==> config.mk <==
export PLATFORM = sky130hd
export DESIGN_NAME = ecm_mode_ctrl
export DESIGN_NICKNAME = d
export VERILOG_FILES = /design/src/hw/ecm_pkg.sv /design/src/hw/ecm_if.sv /design/src/hw/ecm_mode_sync.sv /design/src/hw/ecm_drain_filter.sv /design/src/hw/ecm_mode_ctrl.sv
export SDC_FILE = /design/constraint.sdc
export NUM_CORES = 1
export LEC_CHECK = 0
export BUFFER_PORTS_ARGS = -buffer_cell sky130_fd_sc_hd__buf_2
export CAP_MARGIN = 20
export CORE_AREA = 2 2 160 162
export CTS_CLUSTER_SIZE = 24
export DETAILED_ROUTE_END_ITERATION = 7
export DIE_AREA = 0 0 162 164
export GPL_TIMING_DRIVEN = 0
export PLACE_DENSITY = 0.8
export SLEW_MARGIN = 20
export SYNTH_ARGS = -nofsm -noshare
export SYNTH_HDL_FRONTEND = slang
export SYNTH_SLANG_ARGS = --single-unit
==> constraint.sdc <==
create_clock -name mclk_i -period 4.9 [get_ports mclk_i]
set_input_delay 0.49 -clock mclk_i [delete_from_list [all_inputs] [get_ports mclk_i]]
set_output_delay 0.49 -clock mclk_i [all_outputs]
set_load 0.005 [all_outputs]
==> src/hw/ecm_pkg.sv <==
// package of constants and types for the engine driver mode controller
package ecm_pkg;
    // clock and timing
    localparam int CLK_PERIOD_NS = 5;
    localparam int POR_FILT_NS   = 500;
    localparam int POR_FILT_CYC  = (POR_FILT_NS + CLK_PERIOD_NS - 1) / CLK_PERIOD_NS;
    localparam int TICK_NS       = 1000;
    localparam int TICK_CYC      = TICK_NS / CLK_PERIOD_NS;
    localparam logic [9:0] SHORT_STEP_US = 10'h01e;
    localparam logic [9:0] OPEN_FILT_US  = 10'h080;

    // command word layout
    localparam int CMD_W      = 16;
    localparam int OPC_LSB    = 12;
    localparam int GD_ON_LSB  = 0;
    localparam int LR_SEL_LSB = 6;
    localparam int PIN_LSB    = 0;
    localparam int INT_LSB    = 6;
    localparam int PAR_LSB    = 0;
    localparam int PAIR_LSB   = 4;
    localparam int OL_BIT     = 8;
    localparam int DAC_LSB    = 0;
    localparam int CCD_ON_BIT = 8;
    localparam int CCD_PU_BIT = 9;
    localparam int SC_LSB     = 0;
    localparam int THR_LSB    = 5;

    // command codes
    localparam logic [3:0] OP_NOP    = 4'h0;
    localparam logic [3:0] OP_GD     = 4'h1;
    localparam logic [3:0] OP_PIN    = 4'h2;
    localparam logic [3:0] OP_ANDOR  = 4'h3;
    localparam logic [3:0] OP_LSS    = 4'h4;
    localparam logic [3:0] OP_LSSCFG = 4'h5;
    localparam logic [3:0] OP_CCD1   = 4'h6;
    localparam logic [3:0] OP_CCD2   = 4'h7;
    localparam logic [3:0] OP_SHORT  = 4'h8;
    localparam logic [3:0] OP_CAL    = 4'h9;
    localparam logic [3:0] OP_RST    = 4'ha;

    // reset values
    localparam logic [5:0] PIN_DIS_RST = 6'h00;
    localparam logic [5:0] INT_EN_RST  = 6'h00;
    localparam logic [5:0] ANDOR_RST   = 6'h00;
    localparam logic [3:0] PAR_EN_RST  = 4'hf;
    localparam logic [3:0] PAIR_RST    = 4'h0;
    localparam logic       OL_EN_RST   = 1'h1;
    localparam logic       CCD_PU_RST  = 1'h1;
    localparam logic [7:0] CCD_DAC_RST = 8'h00;

    typedef enum logic [1:0] {ECM_OFF, ECM_SLEEP, ECM_NORMAL, ECM_DEFAULT} ecm_mode_e;
endpackage

==> src/hw/ecm_if.sv <==
// interfaces between the mode controller and its helper modules
`timescale 1ns/100ps
interface ecm_sync_if;
    logic bat_raw;
    logic log_raw;
    logic en_raw;
    logic def_raw;
    logic bat_ok;
    logic log_ok;
    logic en_s;
    logic def_s;
    modport sync (input bat_raw, log_raw, en_raw, def_raw, output bat_ok, log_ok, en_s, def_s);
    modport ctrl (output bat_raw, log_raw, en_raw, def_raw, input bat_ok, log_ok, en_s, def_s);
endinterface

interface ecm_flt_if;
    logic       tick;
    logic       gate_on;
    logic       drain_hi;
    logic       drain_lo;
    logic [9:0] short_lim;
    logic       short_hit;
    logic       open_hit;
    modport filt (input tick, gate_on, drain_hi, drain_lo, short_lim, output short_hit, open_hit);
    modport ctrl (output tick, gate_on, drain_hi, drain_lo, short_lim, input short_hit, open_hit);
endinterface

==> src/hw/ecm_mode_sync.sv <==
// input synchroniser and supply glitch filter
`timescale 1ns/100ps
module ecm_mode_sync (
    input  wire logic mclk_i,
    input  wire logic resetn_i,
    ecm_sync_if.sync  sif
);
    import ecm_pkg::*;

    typedef struct packed {
        logic [3:0]      s1;
        logic [3:0]      s2;
        logic [1:0][7:0] lo_cnt;
        logic [1:0]      ok;
    } ecm_sync_s;

    ecm_sync_s st_r;
    ecm_sync_s st_nxt;

    always_comb begin
        st_nxt    = st_r;
        st_nxt.s1 = {sif.def_raw, sif.en_raw, sif.log_raw, sif.bat_raw};
        st_nxt.s2 = st_r.s1;
        // supply loss counts only once it lasts the filter time
        for (int i = 0; i < 2; i++) begin
            if (st_r.s2[i]) begin
                st_nxt.lo_cnt[i] = 8'h00;
                st_nxt.ok[i]     = 1'b1;
            end else if (st_r.lo_cnt[i] < 8'(POR_FILT_CYC - 1)) begin
                st_nxt.lo_cnt[i] = st_r.lo_cnt[i] + 8'h01;
            end else begin
                st_nxt.ok[i] = 1'b0;
            end
        end
        if (!resetn_i) begin
            st_nxt = '0;
        end
    end

    always_ff @(posedge mclk_i) begin
        st_r <= st_nxt;
    end

    assign sif.bat_ok = st_r.ok[0];
    assign sif.log_ok = st_r.ok[1];
    assign sif.en_s   = st_r.s2[2];
    assign sif.def_s  = st_r.s2[3];
endmodule

==> src/hw/ecm_drain_filter.sv <==
// per channel short and open fault filter on the drain sense
`timescale 1ns/100ps
module ecm_drain_filter (
    input  wire logic mclk_i,
    input  wire logic resetn_i,
    ecm_flt_if.filt   flt
);
    import ecm_pkg::*;

    typedef struct packed {
        logic [9:0] s_cnt;
        logic [9:0] o_cnt;
        logic       s_hit;
        logic       o_hit;
    } ecm_flt_s;

    ecm_flt_s st_r;
    ecm_flt_s st_nxt;

    always_comb begin
        st_nxt = st_r;
        if (!(flt.gate_on && flt.drain_hi)) begin
            st_nxt.s_cnt = 10'h000;
        end else if (flt.tick && st_r.s_cnt < flt.short_lim) begin
            st_nxt.s_cnt = st_r.s_cnt + 10'h001;
        end
        if (!(!flt.gate_on && flt.drain_lo)) begin
            st_nxt.o_cnt = 10'h000;
        end else if (flt.tick && st_r.o_cnt < OPEN_FILT_US) begin
            st_nxt.o_cnt = st_r.o_cnt + 10'h001;
        end
        st_nxt.s_hit = st_r.s_cnt >= flt.short_lim;
        st_nxt.o_hit = st_r.o_cnt >= OPEN_FILT_US;
        if (!resetn_i) begin
            st_nxt = '0;
        end
    end

    always_ff @(posedge mclk_i) begin
        st_r <= st_nxt;
    end

    assign flt.short_hit = st_r.s_hit;
    assign flt.open_hit  = st_r.o_hit;
endmodule

==> src/hw/ecm_mode_ctrl.sv <==
// operating mode, reset and output gating controller of the engine driver
`timescale 1ns/100ps
module ecm_mode_ctrl #(
    parameter int N_GD  = 6,
    parameter int N_LSS = 8,
    parameter int DAC_W = 8
) (
    input  wire logic                    mclk_i,
    input  wire logic                    resetn_i,
    input  wire logic                    battery_supply_i,
    input  wire logic                    logic_supply_i,
    input  wire logic                    enable_i,
    input  wire logic                    default_mode_i,
    input  wire logic                    cs_n_i,
    input  wire logic                    cmd_ok_i,
    input  wire logic [ecm_pkg::CMD_W-1:0] cmd_word_i,
    input  wire logic [N_GD-1:0]         pwm_pin_i,
    input  wire logic [N_LSS/2-1:0]      parallel_switch_inputs_i,
    input  wire logic [N_GD-1:0]         internal_pwm_i,
    input  wire logic [N_GD-1:0]         drain_sense_short_i,
    input  wire logic [N_GD-1:0]         drain_sense_open_i,
    output ecm_pkg::ecm_mode_e           mode_o,
    output logic                         por_o,
    output logic [N_LSS-1:0]             low_side_switch_o,
    output logic                         open_load_current_o,
    output logic [1:0]                   constant_current_driver_o,
    output logic [1:0]                   ccd_pullup_o,
    output logic [2*DAC_W-1:0]           ccd_dac_o,
    output logic [N_GD-1:0]              gate_predriver_outputs_o,
    output logic [3:0]                   load_resistance_feedback_sel_o,
    output logic [3:0]                   short_threshold_o,
    output logic                         calibrate_o,
    output logic [N_GD-1:0]              fault_short_o,
    output logic [N_GD-1:0]              fault_open_o
);
    import ecm_pkg::*;

    if (N_GD != 6 || N_LSS != 8 || DAC_W < 1 || DAC_W > 8) begin : g_chk
        $error("unsupported channel counts or current code width");
    end

    typedef struct packed {
        ecm_mode_e            mode;
        logic                 por;
        logic                 cs_q;
        logic [7:0]           tick_cnt;
        logic                 tick;
        logic [N_GD-1:0]      gd_on;
        logic [3:0]           lr_sel;
        logic [N_GD-1:0]      pin_dis;
        logic [N_GD-1:0]      int_en;
        logic [N_GD-1:0]      andor;
        logic [N_LSS-1:0]     lss_on;
        logic [N_LSS/2-1:0]   par_en;
        logic [N_LSS/2-1:0]   pair;
        logic                 ol_en;
        logic [1:0]           ccd_on;
        logic [1:0]           ccd_pu;
        logic [2*DAC_W-1:0]   ccd_dac;
        logic [4:0]           short_code;
        logic [3:0]           short_thr;
        logic                 cal;
        logic [N_GD-1:0]      f_short;
        logic [N_GD-1:0]      f_open;
        logic [N_LSS-1:0]     lss_q;
        logic [N_GD-1:0]      gd_q;
        logic [1:0]           ccd_q;
    } ecm_st_s;

    ecm_st_s         st_r;
    ecm_st_s         st_nxt;
    ecm_sync_if      sif();
    logic [N_GD-1:0] hit_short;
    logic [N_GD-1:0] hit_open;
    logic [9:0]      short_lim;

    // gate channels taken off line by a load resistance measurement
    function automatic logic [5:0] lr_mask(input logic [3:0] sel);
        unique case (sel)
            4'h1, 4'h2, 4'ha: lr_mask = 6'h03;
            4'h3, 4'h4:       lr_mask = 6'h0c;
            4'h5, 4'h6:       lr_mask = 6'h30;
            4'hb:             lr_mask = 6'h05;
            4'hc:             lr_mask = 6'h09;
            4'hd:             lr_mask = 6'h11;
            4'he:             lr_mask = 6'h21;
            default:          lr_mask = 6'h00;
        endcase
    endfunction

    assign sif.bat_raw = battery_supply_i;
    assign sif.log_raw = logic_supply_i;
    assign sif.en_raw  = enable_i;
    assign sif.def_raw = default_mode_i;

    ecm_mode_sync u_sync (
        .mclk_i   (mclk_i),
        .resetn_i (resetn_i),
        .sif      (sif.sync)
    );

    assign short_lim = ({5'h00, st_r.short_code} + 10'h001) * SHORT_STEP_US;

    for (genvar i = 0; i < N_GD; i++) begin : g_ch
        ecm_flt_if u_if();
        assign u_if.tick      = st_r.tick;
        assign u_if.gate_on   = st_r.gd_q[i];
        assign u_if.drain_hi  = drain_sense_short_i[i];
        assign u_if.drain_lo  = drain_sense_open_i[i];
        assign u_if.short_lim = short_lim;
        assign hit_short[i]   = u_if.short_hit;
        assign hit_open[i]    = u_if.open_hit;
        ecm_drain_filter u_flt (
            .mclk_i   (mclk_i),
            .resetn_i (resetn_i),
            .flt      (u_if.filt)
        );
    end

    always_comb begin
        ecm_mode_e           m;
        logic                take;
        logic                rst_cfg;
        logic                clr;
        logic [CMD_W-1:0]    w;
        logic [N_GD-1:0]     base;
        logic [5:0]          lmask;
        m       = ECM_OFF;
        take    = 1'b0;
        rst_cfg = 1'b0;
        clr     = 1'b0;
        w       = cmd_word_i;
        base    = '0;
        lmask   = lr_mask(st_r.lr_sel);
        st_nxt  = st_r;

        // mode decode from filtered supplies and synchronised pins
        if (!sif.bat_ok) begin
            m = ECM_OFF;
        end else if (!sif.log_ok || !sif.en_s) begin
            m = ECM_SLEEP;
        end else if (sif.def_s) begin
            m = ECM_DEFAULT;
        end else begin
            m = ECM_NORMAL;
        end
        st_nxt.mode = m;
        st_nxt.por  = (st_r.mode == ECM_OFF || st_r.mode == ECM_SLEEP) &&
                      (m == ECM_NORMAL || m == ECM_DEFAULT);
        // default to normal is not in the condition above, so no reset

        // one microsecond tick for the fault filters
        st_nxt.tick = 1'b0;
        if (st_r.tick_cnt == 8'(TICK_CYC - 1)) begin
            st_nxt.tick_cnt = 8'h00;
            st_nxt.tick     = 1'b1;
        end else begin
            st_nxt.tick_cnt = st_r.tick_cnt + 8'h01;
        end

        // commands act on the rising chip select, in normal mode only
        st_nxt.cs_q = cs_n_i;
        take        = cs_n_i && !st_r.cs_q && cmd_ok_i && st_r.mode == ECM_NORMAL;
        clr         = !cs_n_i && st_r.cs_q && st_r.mode == ECM_NORMAL;
        st_nxt.cal  = 1'b0;
        if (take) begin
            unique case (w[OPC_LSB+:4])
                OP_GD: begin
                    st_nxt.gd_on  = w[GD_ON_LSB+:N_GD];
                    st_nxt.lr_sel = w[LR_SEL_LSB+:4];
                end
                OP_PIN: begin
                    st_nxt.pin_dis = w[PIN_LSB+:N_GD];
                    st_nxt.int_en  = w[INT_LSB+:N_GD];
                end
                OP_ANDOR:  st_nxt.andor = w[PIN_LSB+:N_GD];
                OP_LSS:    st_nxt.lss_on = w[0+:N_LSS];
                OP_LSSCFG: begin
                    st_nxt.par_en = w[PAR_LSB+:N_LSS/2];
                    st_nxt.pair   = w[PAIR_LSB+:N_LSS/2];
                    st_nxt.ol_en  = w[OL_BIT];
                end
                OP_CCD1: begin
                    st_nxt.ccd_on[0]          = w[CCD_ON_BIT];
                    st_nxt.ccd_pu[0]          = w[CCD_PU_BIT];
                    st_nxt.ccd_dac[0+:DAC_W]  = w[DAC_LSB+:DAC_W];
                end
                OP_CCD2: begin
                    st_nxt.ccd_on[1]             = w[CCD_ON_BIT];
                    st_nxt.ccd_pu[1]             = w[CCD_PU_BIT];
                    st_nxt.ccd_dac[DAC_W+:DAC_W] = w[DAC_LSB+:DAC_W];
                end
                OP_SHORT: begin
                    st_nxt.short_code = w[SC_LSB+:5];
                    st_nxt.short_thr  = w[THR_LSB+:4];
                end
                OP_CAL:  st_nxt.cal = 1'b1;
                OP_RST:  rst_cfg = 1'b1;
                OP_NOP:  ;
                default: ;
            endcase
        end

        // fault bits latch in normal mode only; a new fault beats the read clear
        if (st_r.mode == ECM_NORMAL) begin
            st_nxt.f_short = (st_r.f_short & ~{N_GD{clr}}) | hit_short;
            st_nxt.f_open  = (st_r.f_open & ~{N_GD{clr}}) | hit_open;
        end

        // gate drive source selection
        for (int i = 0; i < N_GD; i++) begin
            if (st_r.int_en[i]) begin
                base[i] = internal_pwm_i[i];
            end else if (st_r.pin_dis[i]) begin
                base[i] = st_r.gd_on[i];
            end else if (st_r.andor[i]) begin
                base[i] = st_r.gd_on[i] & pwm_pin_i[i];
            end else begin
                base[i] = st_r.gd_on[i] | pwm_pin_i[i];
            end
        end
        base = base & ~lmask;

        // outputs per mode
        st_nxt.lss_q = '0;
        st_nxt.gd_q  = '0;
        st_nxt.ccd_q = '0;
        if (st_r.mode == ECM_NORMAL) begin
            st_nxt.gd_q  = base;
            st_nxt.ccd_q = st_r.ccd_on;
            for (int k = 0; k < N_LSS / 2; k++) begin
                st_nxt.lss_q[2*k]   = st_r.lss_on[2*k] | (st_r.par_en[k] & parallel_switch_inputs_i[k]);
                st_nxt.lss_q[2*k+1] = st_r.lss_on[2*k+1] |
                                      (st_r.pair[k] & st_r.par_en[k] & parallel_switch_inputs_i[k]);
            end
        end else if (st_r.mode == ECM_DEFAULT) begin
            st_nxt.gd_q = pwm_pin_i;   // switches and current drivers stay off
        end
        if (st_r.por) begin
            st_nxt.gd_q = '0;
        end

        // registers held at reset values while off or asleep, and on any reset
        if (m == ECM_OFF || m == ECM_SLEEP || st_nxt.por || rst_cfg || !resetn_i) begin
            st_nxt.gd_on      = '0;
            st_nxt.lr_sel     = 4'h0;
            st_nxt.pin_dis    = PIN_DIS_RST;
            st_nxt.int_en     = INT_EN_RST;
            st_nxt.andor      = ANDOR_RST;
            st_nxt.lss_on     = '0;
            st_nxt.par_en     = PAR_EN_RST;
            st_nxt.pair       = PAIR_RST;
            st_nxt.ol_en      = OL_EN_RST;
            st_nxt.ccd_on     = 2'h0;
            st_nxt.ccd_pu     = {2{CCD_PU_RST}};
            st_nxt.ccd_dac    = {2{CCD_DAC_RST[DAC_W-1:0]}};
            st_nxt.short_code = 5'h00;
            st_nxt.short_thr  = 4'h0;
            st_nxt.f_short    = '0;
            st_nxt.f_open     = '0;
        end
        if (m == ECM_OFF || m == ECM_SLEEP) begin
            st_nxt.lss_q = '0;
            st_nxt.gd_q  = '0;
            st_nxt.ccd_q = '0;
        end
        // a short supply dip changes nothing above until the filter expires
        if (!resetn_i) begin
            st_nxt.mode     = ECM_OFF;
            st_nxt.por      = 1'b0;
            st_nxt.cs_q     = 1'b1;
            st_nxt.tick_cnt = 8'h00;
            st_nxt.tick     = 1'b0;
            st_nxt.cal      = 1'b0;
            st_nxt.lss_q    = '0;
            st_nxt.gd_q     = '0;
            st_nxt.ccd_q    = '0;
        end
    end

    always_ff @(posedge mclk_i) begin
        st_r <= st_nxt;
    end

    assign mode_o                         = st_r.mode;
    assign por_o                          = st_r.por;
    assign low_side_switch_o              = st_r.lss_q;
    assign open_load_current_o            = st_r.ol_en;
    assign constant_current_driver_o      = st_r.ccd_q;
    assign ccd_pullup_o                   = st_r.ccd_pu;
    assign ccd_dac_o                      = st_r.ccd_dac;
    assign gate_predriver_outputs_o       = st_r.gd_q;
    assign load_resistance_feedback_sel_o = st_r.lr_sel;
    assign short_threshold_o              = st_r.short_thr;
    assign calibrate_o                    = st_r.cal;
    assign fault_short_o                  = st_r.f_short;
    assign fault_open_o                   = st_r.f_open;
endmodule

==> impl_metrics.env, run 1 <==
export IMPL_status="finished clean"
export IMPL_clk_latency_ns=0.56
export IMPL_vias=11000
export IMPL_synth_fp_nets=1636
export IMPL_routedWlPerCell_um=16.3
export IMPL_placed_area_um2=14200
export IMPL_grt_pass1_wl_um=51000
export IMPL_grtUsageTotal=0.235
export IMPL_crit_arrival_ns=5.30
export IMPL_dieArea_um2=26600
export IMPL_layout_drive_gt1_share=0.173
export IMPL_yosys_cell_types_count=54
export IMPL_grt_ovfl_total=0
export IMPL_fp_dieW_um=162
export IMPL_drtAntennaViolNets=0
export IMPL_powerDensity_nw_per_um2=304
export IMPL_p_leak_uw=0.00649
export IMPL_seq_area_frac_synth=0.422
export IMPL_fin_skew_ns=0.0250
export IMPL_synth_ff_type="dfxtp_1"
export IMPL_path_class="reg -> reg"
export IMPL_tritoncts="yes"
export IMPL_timing_reg2reg_setup_slack_ns=0.03
export IMPL_rows=58
export IMPL_vias_per_cell=5.49
export IMPL_min_period_ns=4.87
export IMPL_pre_cts_ws_ns=-1.14
export IMPL_cts_root_buffer="clkbuf_16"
export IMPL_tightest_slew_ns=1.01
export IMPL_place_hpwl_um=22300
export IMPL_critPathCaptureType="flip-flop"
export IMPL_routed_wl_um=32800
export IMPL_syn_inst=1502
export IMPL_r2r_end="g_ch[0].u_flt.st_r[15]"
export IMPL_cts_clk_slew_worst_paths_ns=0.07
export IMPL_reg2reg_depth=22
export IMPL_crit_end="g_ch[0].u_flt.st_r[15]"
export IMPL_period_share=0.995
export IMPL_hold_viol_final=0
export IMPL_avgSynthCellArea_um2=8.83
export IMPL_coreArea_um2=24800
export IMPL_ctsHoldBuffers=0
export IMPL_slew_headroom=0.319
export IMPL_hold_path_class="in -> reg"
export IMPL_fin_area_um2=15800
export IMPL_crit_start="st_r[33]"
export IMPL_area_delta_synth_final_pct=18.9
export IMPL_drtIter0Drc=700
export IMPL_maxCapViolations=0
export IMPL_antenna_found_initial=1
export IMPL_cts_buffer_depth=3
export IMPL_crit_required_ns=5.33
export IMPL_drtPass1Iterations=8
export IMPL_start_util=0.535
export IMPL_clock_sinks=280
export IMPL_die_h_um=164
export IMPL_nNetsFinal=1792
export IMPL_path_max_fanout=4
export IMPL_fillers=1994
export IMPL_critical_path_startpoint_type="flip-flop"
export IMPL_syn_area_um2=13300
export IMPL_synth_largest_area_cell="dfxtp_1"
export IMPL_drc=0
export IMPL_p_total_uw=4790
export IMPL_max_vdd_ir_drop_mv=0.268
export IMPL_grt_pass1_vias=10400
export IMPL_r2r_start="st_r[33]"
export IMPL_synth_seq_cells=280
export IMPL_final_setup_worst_slack_ns=0.0268
export IMPL_setup_viol=0
export IMPL_grt_max_degree=16
export IMPL_cts_inserted_buffers=29
export IMPL_place_congestion=0.898
export IMPL_synthArstFlopShare=0
export IMPL_port_buffer_count=104
export IMPL_slew_viol_final=0
export IMPL_hold_path_cell_count=2
export IMPL_fmax_ghz=0.205
export IMPL_yosysWarnings=0
export IMPL_synth_edf_count=0
export IMPL_synth_top_area_share=0.422
export IMPL_design_portCount=111
export IMPL_h_tree_depth=1
export IMPL_yosys_top_cells_area="dfxtp_1, ha_1, nor2_1, mux2i_1, xor2_1"
==> kinds of logic (layout without fill, tap and decap cells) <==
| group | Yosys count | in the layout | synth area share |
|---|---|---|---|
| fa+ha+maj | 95 | 96 | 0.0891 |
| other cells | 0 | 1 | 0 |
| compound gates | 190 | 190 | 0.0882 |
| mux | 83 | 83 | 0.0626 |
| flops | 280 | 280 | 0.422 |
| buf+inv | 182 | 359 | 0.0676 |
| simple gates | 583 | 583 | 0.211 |
| xor+xnor | 89 | 89 | 0.0588 |
==> cell type report <==
type / instances / area, um^2 / area share
Antenna cell: 1 / 2.50 / 0.000159
Buffer: 106 / 624 / 0.0396
Clock buffer: 34 / 785 / 0.0497
Clock inverter: 19 / 269 / 0.0171
Inverter: 76 / 293 / 0.0186
Multi-Input combinational cell: 1041 / 7100 / 0.450
Sequential cell: 280 / 5610 / 0.356
Tap cell: 330 / 413 / 0.0262
Timing Repair Buffer: 124 / 671 / 0.0425
==> report_power, final <==
part           switching, uW  total (uW)  internal, uW
clock                    937        2400          1460
sequential              7.05        2290          2290
combinational           61.5        95.9          34.4
==> through the flow <==
step	util	hold slack [ns]	std cells	setup TNS, ns
6_report	0.635	0.148	2011	0
5_1_grt	0.635	0.156	2010	-1.05
4_1_cts	0.624	0.135	2001	0
3_5_place_dp	0.572	0.419	1936	-52.17
3_3_place_gp	0.572	0.414	1936	-41.67
2_1_floorplan	-	0.408	1502	0
==> state kept, by name, summed over array words and instances (netlist names), 2 cells and up, named ones only <==
name                            cells
ccd_pullup_o                        2
g_ch.u_flt.st_r                   120
load_resistance_feedback_sel_o      4
low_side_switch_o                   8
short_threshold_o                   4
fault_short_o                       6
mode_o                              2
g_ch.u_flt.flt.short_hit            6
gate_predriver_outputs_o            6
g_ch.u_flt.flt.open_hit             6
constant_current_driver_o           2
fault_open_o                        6
st_r                               56
ccd_dac_o                          16
u_sync.st_r                        22
==> metal layers <==
metal  up-vias  track usage  routed length, um  share of wire
li1       5399            -                  -              -
met2       337        0.405              16100           0.49
met3        91       0.0338               1820          0.055
met4         0       0.0994               1380          0.042
met1      5206        0.297              13600           0.41
met5         -            0                  0              0
==> cells in the final DEF, fill, tap and decap left out, types with 7 or more instances in the layout <==
cell type	count
a211oi_1	9
a21o_1	8
a21oi_1	71
a22oi_1	12
a31oi_1	19
and2_1	17
and3_1	29
and4_1	10
buf_2	108
buf_4	76
clkbuf_1	43
clkbuf_16	29
dfxtp_1	277
ha_1	72
ha_4	7
inv_1	74
maj3_1	9
mux2i_1	83
nand2_1	91
nand2b_1	18
nand3_1	71
nand3b_1	8
nand4_1	32
nor2_1	234
nor2b_1	7
nor3_1	27
o21a_1	7
o21ai_0	31
xnor2_1	37
xor2_1	44
==> how the worst min path moves through the flow <==
stage / slack [ns] / start / to
floorplan: 0.41 / u_sync.st_r[17] / u_sync.st_r[17]
global placement: 0.41 / g_ch[5].u_flt.st_r[11] / g_ch[5].u_flt.st_r[11]
detailed placement: 0.42 / g_ch[3].u_flt.st_r[10] / g_ch[3].u_flt.st_r[10]
CTS: 0.13 / battery_supply_i / u_sync.st_r[22]
global route: 0.16 / cs_n_i / st_r[112]
finish: 0.15 / battery_supply_i / u_sync.st_r[22]
==> what timing repair did <==
action                                  in CTS  in global routing
pin swaps                                   12                 18
gates resized for setup                     24                 37
setup buffers                               11                  9
cloned                                       1                  0
hold endpoints to repair                     0                  0
endpoints found under the setup margin      66                 60
==> cells in the mapped netlist (4+ instances only) <==
cell and instances:
a211oi_1 9, a21o_1 8, a21oi_1 73, a22oi_1 12, a31o_2 5, a31oi_1 20
and2_1 17, and3_1 29, and4_1 10, buf_4 56, clkbuf_1 44, dfxtp_1 280
ha_1 79, inv_1 76, maj3_1 10, mux2i_1 83, nand2_1 92, nand2b_1 18
nand3_1 73, nand3b_1 8, nand4_1 32, nand4b_1 6, nor2_1 235, nor2b_1 8
nor3_1 30, nor3b_1 4, o21a_1 7, o21ai_0 32, o22ai_1 5, o31ai_1 5
or3_1 6, or4_1 6, xnor2_1 39, xor2_1 50
==> worst max-delay path, stage by stage (launching register included) <==
cell        delay (ns)
dfxtp_4           0.37
buf_8             0.11
clkinvlp_4        0.10
ha_4              0.31
xor2_4            0.18
ha_4              0.23
ha_4              0.30
clkinvlp_4        0.10
o21ai_1           0.18
ha_1              0.27
buf_4             0.16
a21oi_4           0.14
xor2_2            0.13
buf_4             0.17
ha_1              0.18
or2_2             0.33
a21oi_2           0.14
a21oi_1           0.09
maj3_2            0.35
maj3_2            0.37
nor3_1            0.31
xnor2_1           0.17
nor2_1            0.05
Note: power is estimated with default switching activity, not from simulation.
==> run 2, diff against run 1 <==
Settings changed: BUFFER_PORTS_ARGS -buffer_cell sky130_fd_sc_hd__buf_2 to -buffer_cell sky130_fd_sc_hd__buf_4.
==> run 2 against run 1 <==
Global-route usage is 0.19 points higher. Largest cell class unchanged. Final cell count is 0.30% lower. Critical path depth is 2 lower. Critical endpoint is now g_ch[0].u_flt.st_r[14]. Critical path type unchanged. First-iteration DRC count decreased by 0.57%. Total power down 1.4%. Cell area rose by 0.75%.
==> impl_metrics.env, run 2 (synthesized netlist as in run 1, its figures left out) <==
export IMPL_multi_input_area_um2=7020
export IMPL_dieArea_um2=26600
export IMPL_drtAntennaViolNets=0
export IMPL_vias=11000
export IMPL_place_congestion=0.851
export IMPL_wl_met3_um=1750
export IMPL_drtPass1Iterations=5
export IMPL_fillers=1975
export IMPL_reg_largest_list="g_ch.u_flt.st_r: 120 flops, st_r: 56 flops, u_sync.st_r: 22 flops"
export IMPL_placed_cells=1936
export IMPL_clock_sinks=280
export IMPL_rows=58
export IMPL_regMostFlops="g_ch.u_flt.st_r"
export IMPL_grt_pass1_vias=10700
export IMPL_largest_register_ffs=120
export IMPL_place_hpwl_um=22400
export IMPL_design_portCount=111
export IMPL_final_setup_worst_slack_ns=0.113
export IMPL_layout_drive_gt1_share=0.165
export IMPL_coreArea_um2=24800
export IMPL_tritoncts="yes"
export IMPL_nNetsFinal=1791
export IMPL_slew_headroom=0.326
export IMPL_grt_pass1_wl_um=51600
export IMPL_grtUsageTotal=0.237
export IMPL_regArea_um2=5610
export IMPL_pre_cts_ws_ns=-1.05
export IMPL_final_common_cell="dfxtp_1"
export IMPL_top_layer="met4"
export IMPL_die_h_um=164
export IMPL_layout_common_cells="dfxtp_1, nor2_1, buf_4"
export IMPL_p_leak_uw=0.00649
export IMPL_min_period_ns=4.79
export IMPL_rsz0062_at_grt="yes"
export IMPL_critical_path_startpoint_type="flip-flop"
export IMPL_h_tree_depth=1
export IMPL_grt_ovfl_total=0
export IMPL_maxCapViolations=0
export IMPL_drtIter0Drc=696
export IMPL_hold_path_class="in -> reg"
export IMPL_drc=0
export IMPL_path_max_fanout=5
export IMPL_period_share=0.977
export IMPL_wl_met2_um=16200
export IMPL_max_vdd_ir_drop_mv=0.241
export IMPL_area_delta_synth_final_pct=19.7
export IMPL_grt_max_degree=15
export IMPL_final_instance_count_excl_fill=2005
export IMPL_cts_root_buffer="clkbuf_16"
export IMPL_hold_worst_slack_ns=0.155
export IMPL_slew_viol_final=0
export IMPL_routed_wl_um=32600
export IMPL_fin_util=0.640
export IMPL_crit_required_ns=5.30
export IMPL_hold_viol_final=0
export IMPL_cts_inserted_buffers=30
export IMPL_start_util=0.535
export IMPL_fmax_ghz=0.209
export IMPL_clk_latency_ns=0.56
export IMPL_path_class="reg -> reg"
export IMPL_cts_clk_slew_worst_paths_ns=0.06
export IMPL_vias_per_cell=5.50
export IMPL_routedWlPerCell_um=16.3
export IMPL_crit_arrival_ns=5.19
export IMPL_critPathCaptureType="flip-flop"
export IMPL_port_buffer_count=104
export IMPL_antenna_found_initial=0
export IMPL_powerDensity_nw_per_um2=297
export IMPL_cts_buffer_depth=3
export IMPL_fin_skew_ns=0.0314
export IMPL_fp_dieW_um=162
export IMPL_drt_met1_wl_um=13500
export IMPL_status="finished clean"
export IMPL_setup_viol=0
export IMPL_ctsHoldBuffers=0
export IMPL_tightest_slew_ns=1.00
-- run 2: cell count changes in the layout (fill, tap and decap cells not counted), sizes merged --
cell,previous run,this run
clkbuf,76,78
clkinv,9,4
buf,188,187
clkinvlp,4,3
bufinv,6,5
-- run 2: critical path, stage by stage (launching register included) --
cell and delay, ns:
dfxtp_4 0.37, buf_8 0.14, clkinvlp_4 0.12, ha_4 0.25, buf_4 0.15, maj3_1 0.36
fa_1 0.50, inv_1 0.05, ha_2 0.32, o21a_1 0.23, o31ai_2 0.09, nand2_2 0.15
ha_1 0.22, or2_2 0.29, a21oi_1 0.13, a21oi_1 0.10, maj3_2 0.36, maj3_2 0.39
nor3b_2 0.24, xnor2_1 0.15, nor2_1 0.05
-- run 2: layout make-up --
| type | count | area share |
|---|---|---|
| clock buffers | 37 | 0.0502 |
| clock inverters | 12 | 0.0124 |
| plain buffers | 105 | 0.0391 |
| multi-input cells | 1041 | 0.442 |
| repair buffers | 123 | 0.0584 |
| well taps | 330 | 0.0260 |
| inverters | 76 | 0.0183 |
| diodes | 1 | 0.000158 |
| flip-flops and latches | 280 | 0.353 |
-- run 2: through the flow --
step                TNS [ns]  instance area (um^2)  power (uW)
global route           -1.00                 15900        4850
detailed placement    -47.56                 14500        2450
global placement      -41.86                 14500        2450
finish                     0                 15900        4720
floorplan                  0                 13300        2390
CTS                        0                 15700        4750
-- run 2: repair_timing --
action / CTS / global route
buffers inserted: 8 / 11
pin swaps: 7 / 18
cloned: 1 / 0
endpoints found under the setup margin: 66 / 60
gates resized for setup: 24 / 31
endpoints found under the hold margin: 0 / 0
-- run 2: final timing paths --
kind,start,to,slack [ns],cells after the start
max,st_r[33],g_ch[0].u_flt.st_r[14],0.11,20
min reg2reg,g_ch[2].u_flt.st_r[10],g_ch[2].u_flt.st_r[10],0.43,2
min,cs_n_i,st_r[112],0.15,2
max reg2reg,st_r[33],g_ch[0].u_flt.st_r[14],0.11,20
-- run 2: power breakdown --
group          internal, uW  switching, uW
logic                  44.7           61.2
registers              2290           6.94
clock network          1410            914
total                  3740            982
-- run 2: metal layers --
metal,up-vias,global-route usage
li1,5393,-
met4,0,0.0925
met3,82,0.0316
met1,5288,0.289
met5,-,0
met2,271,0.425
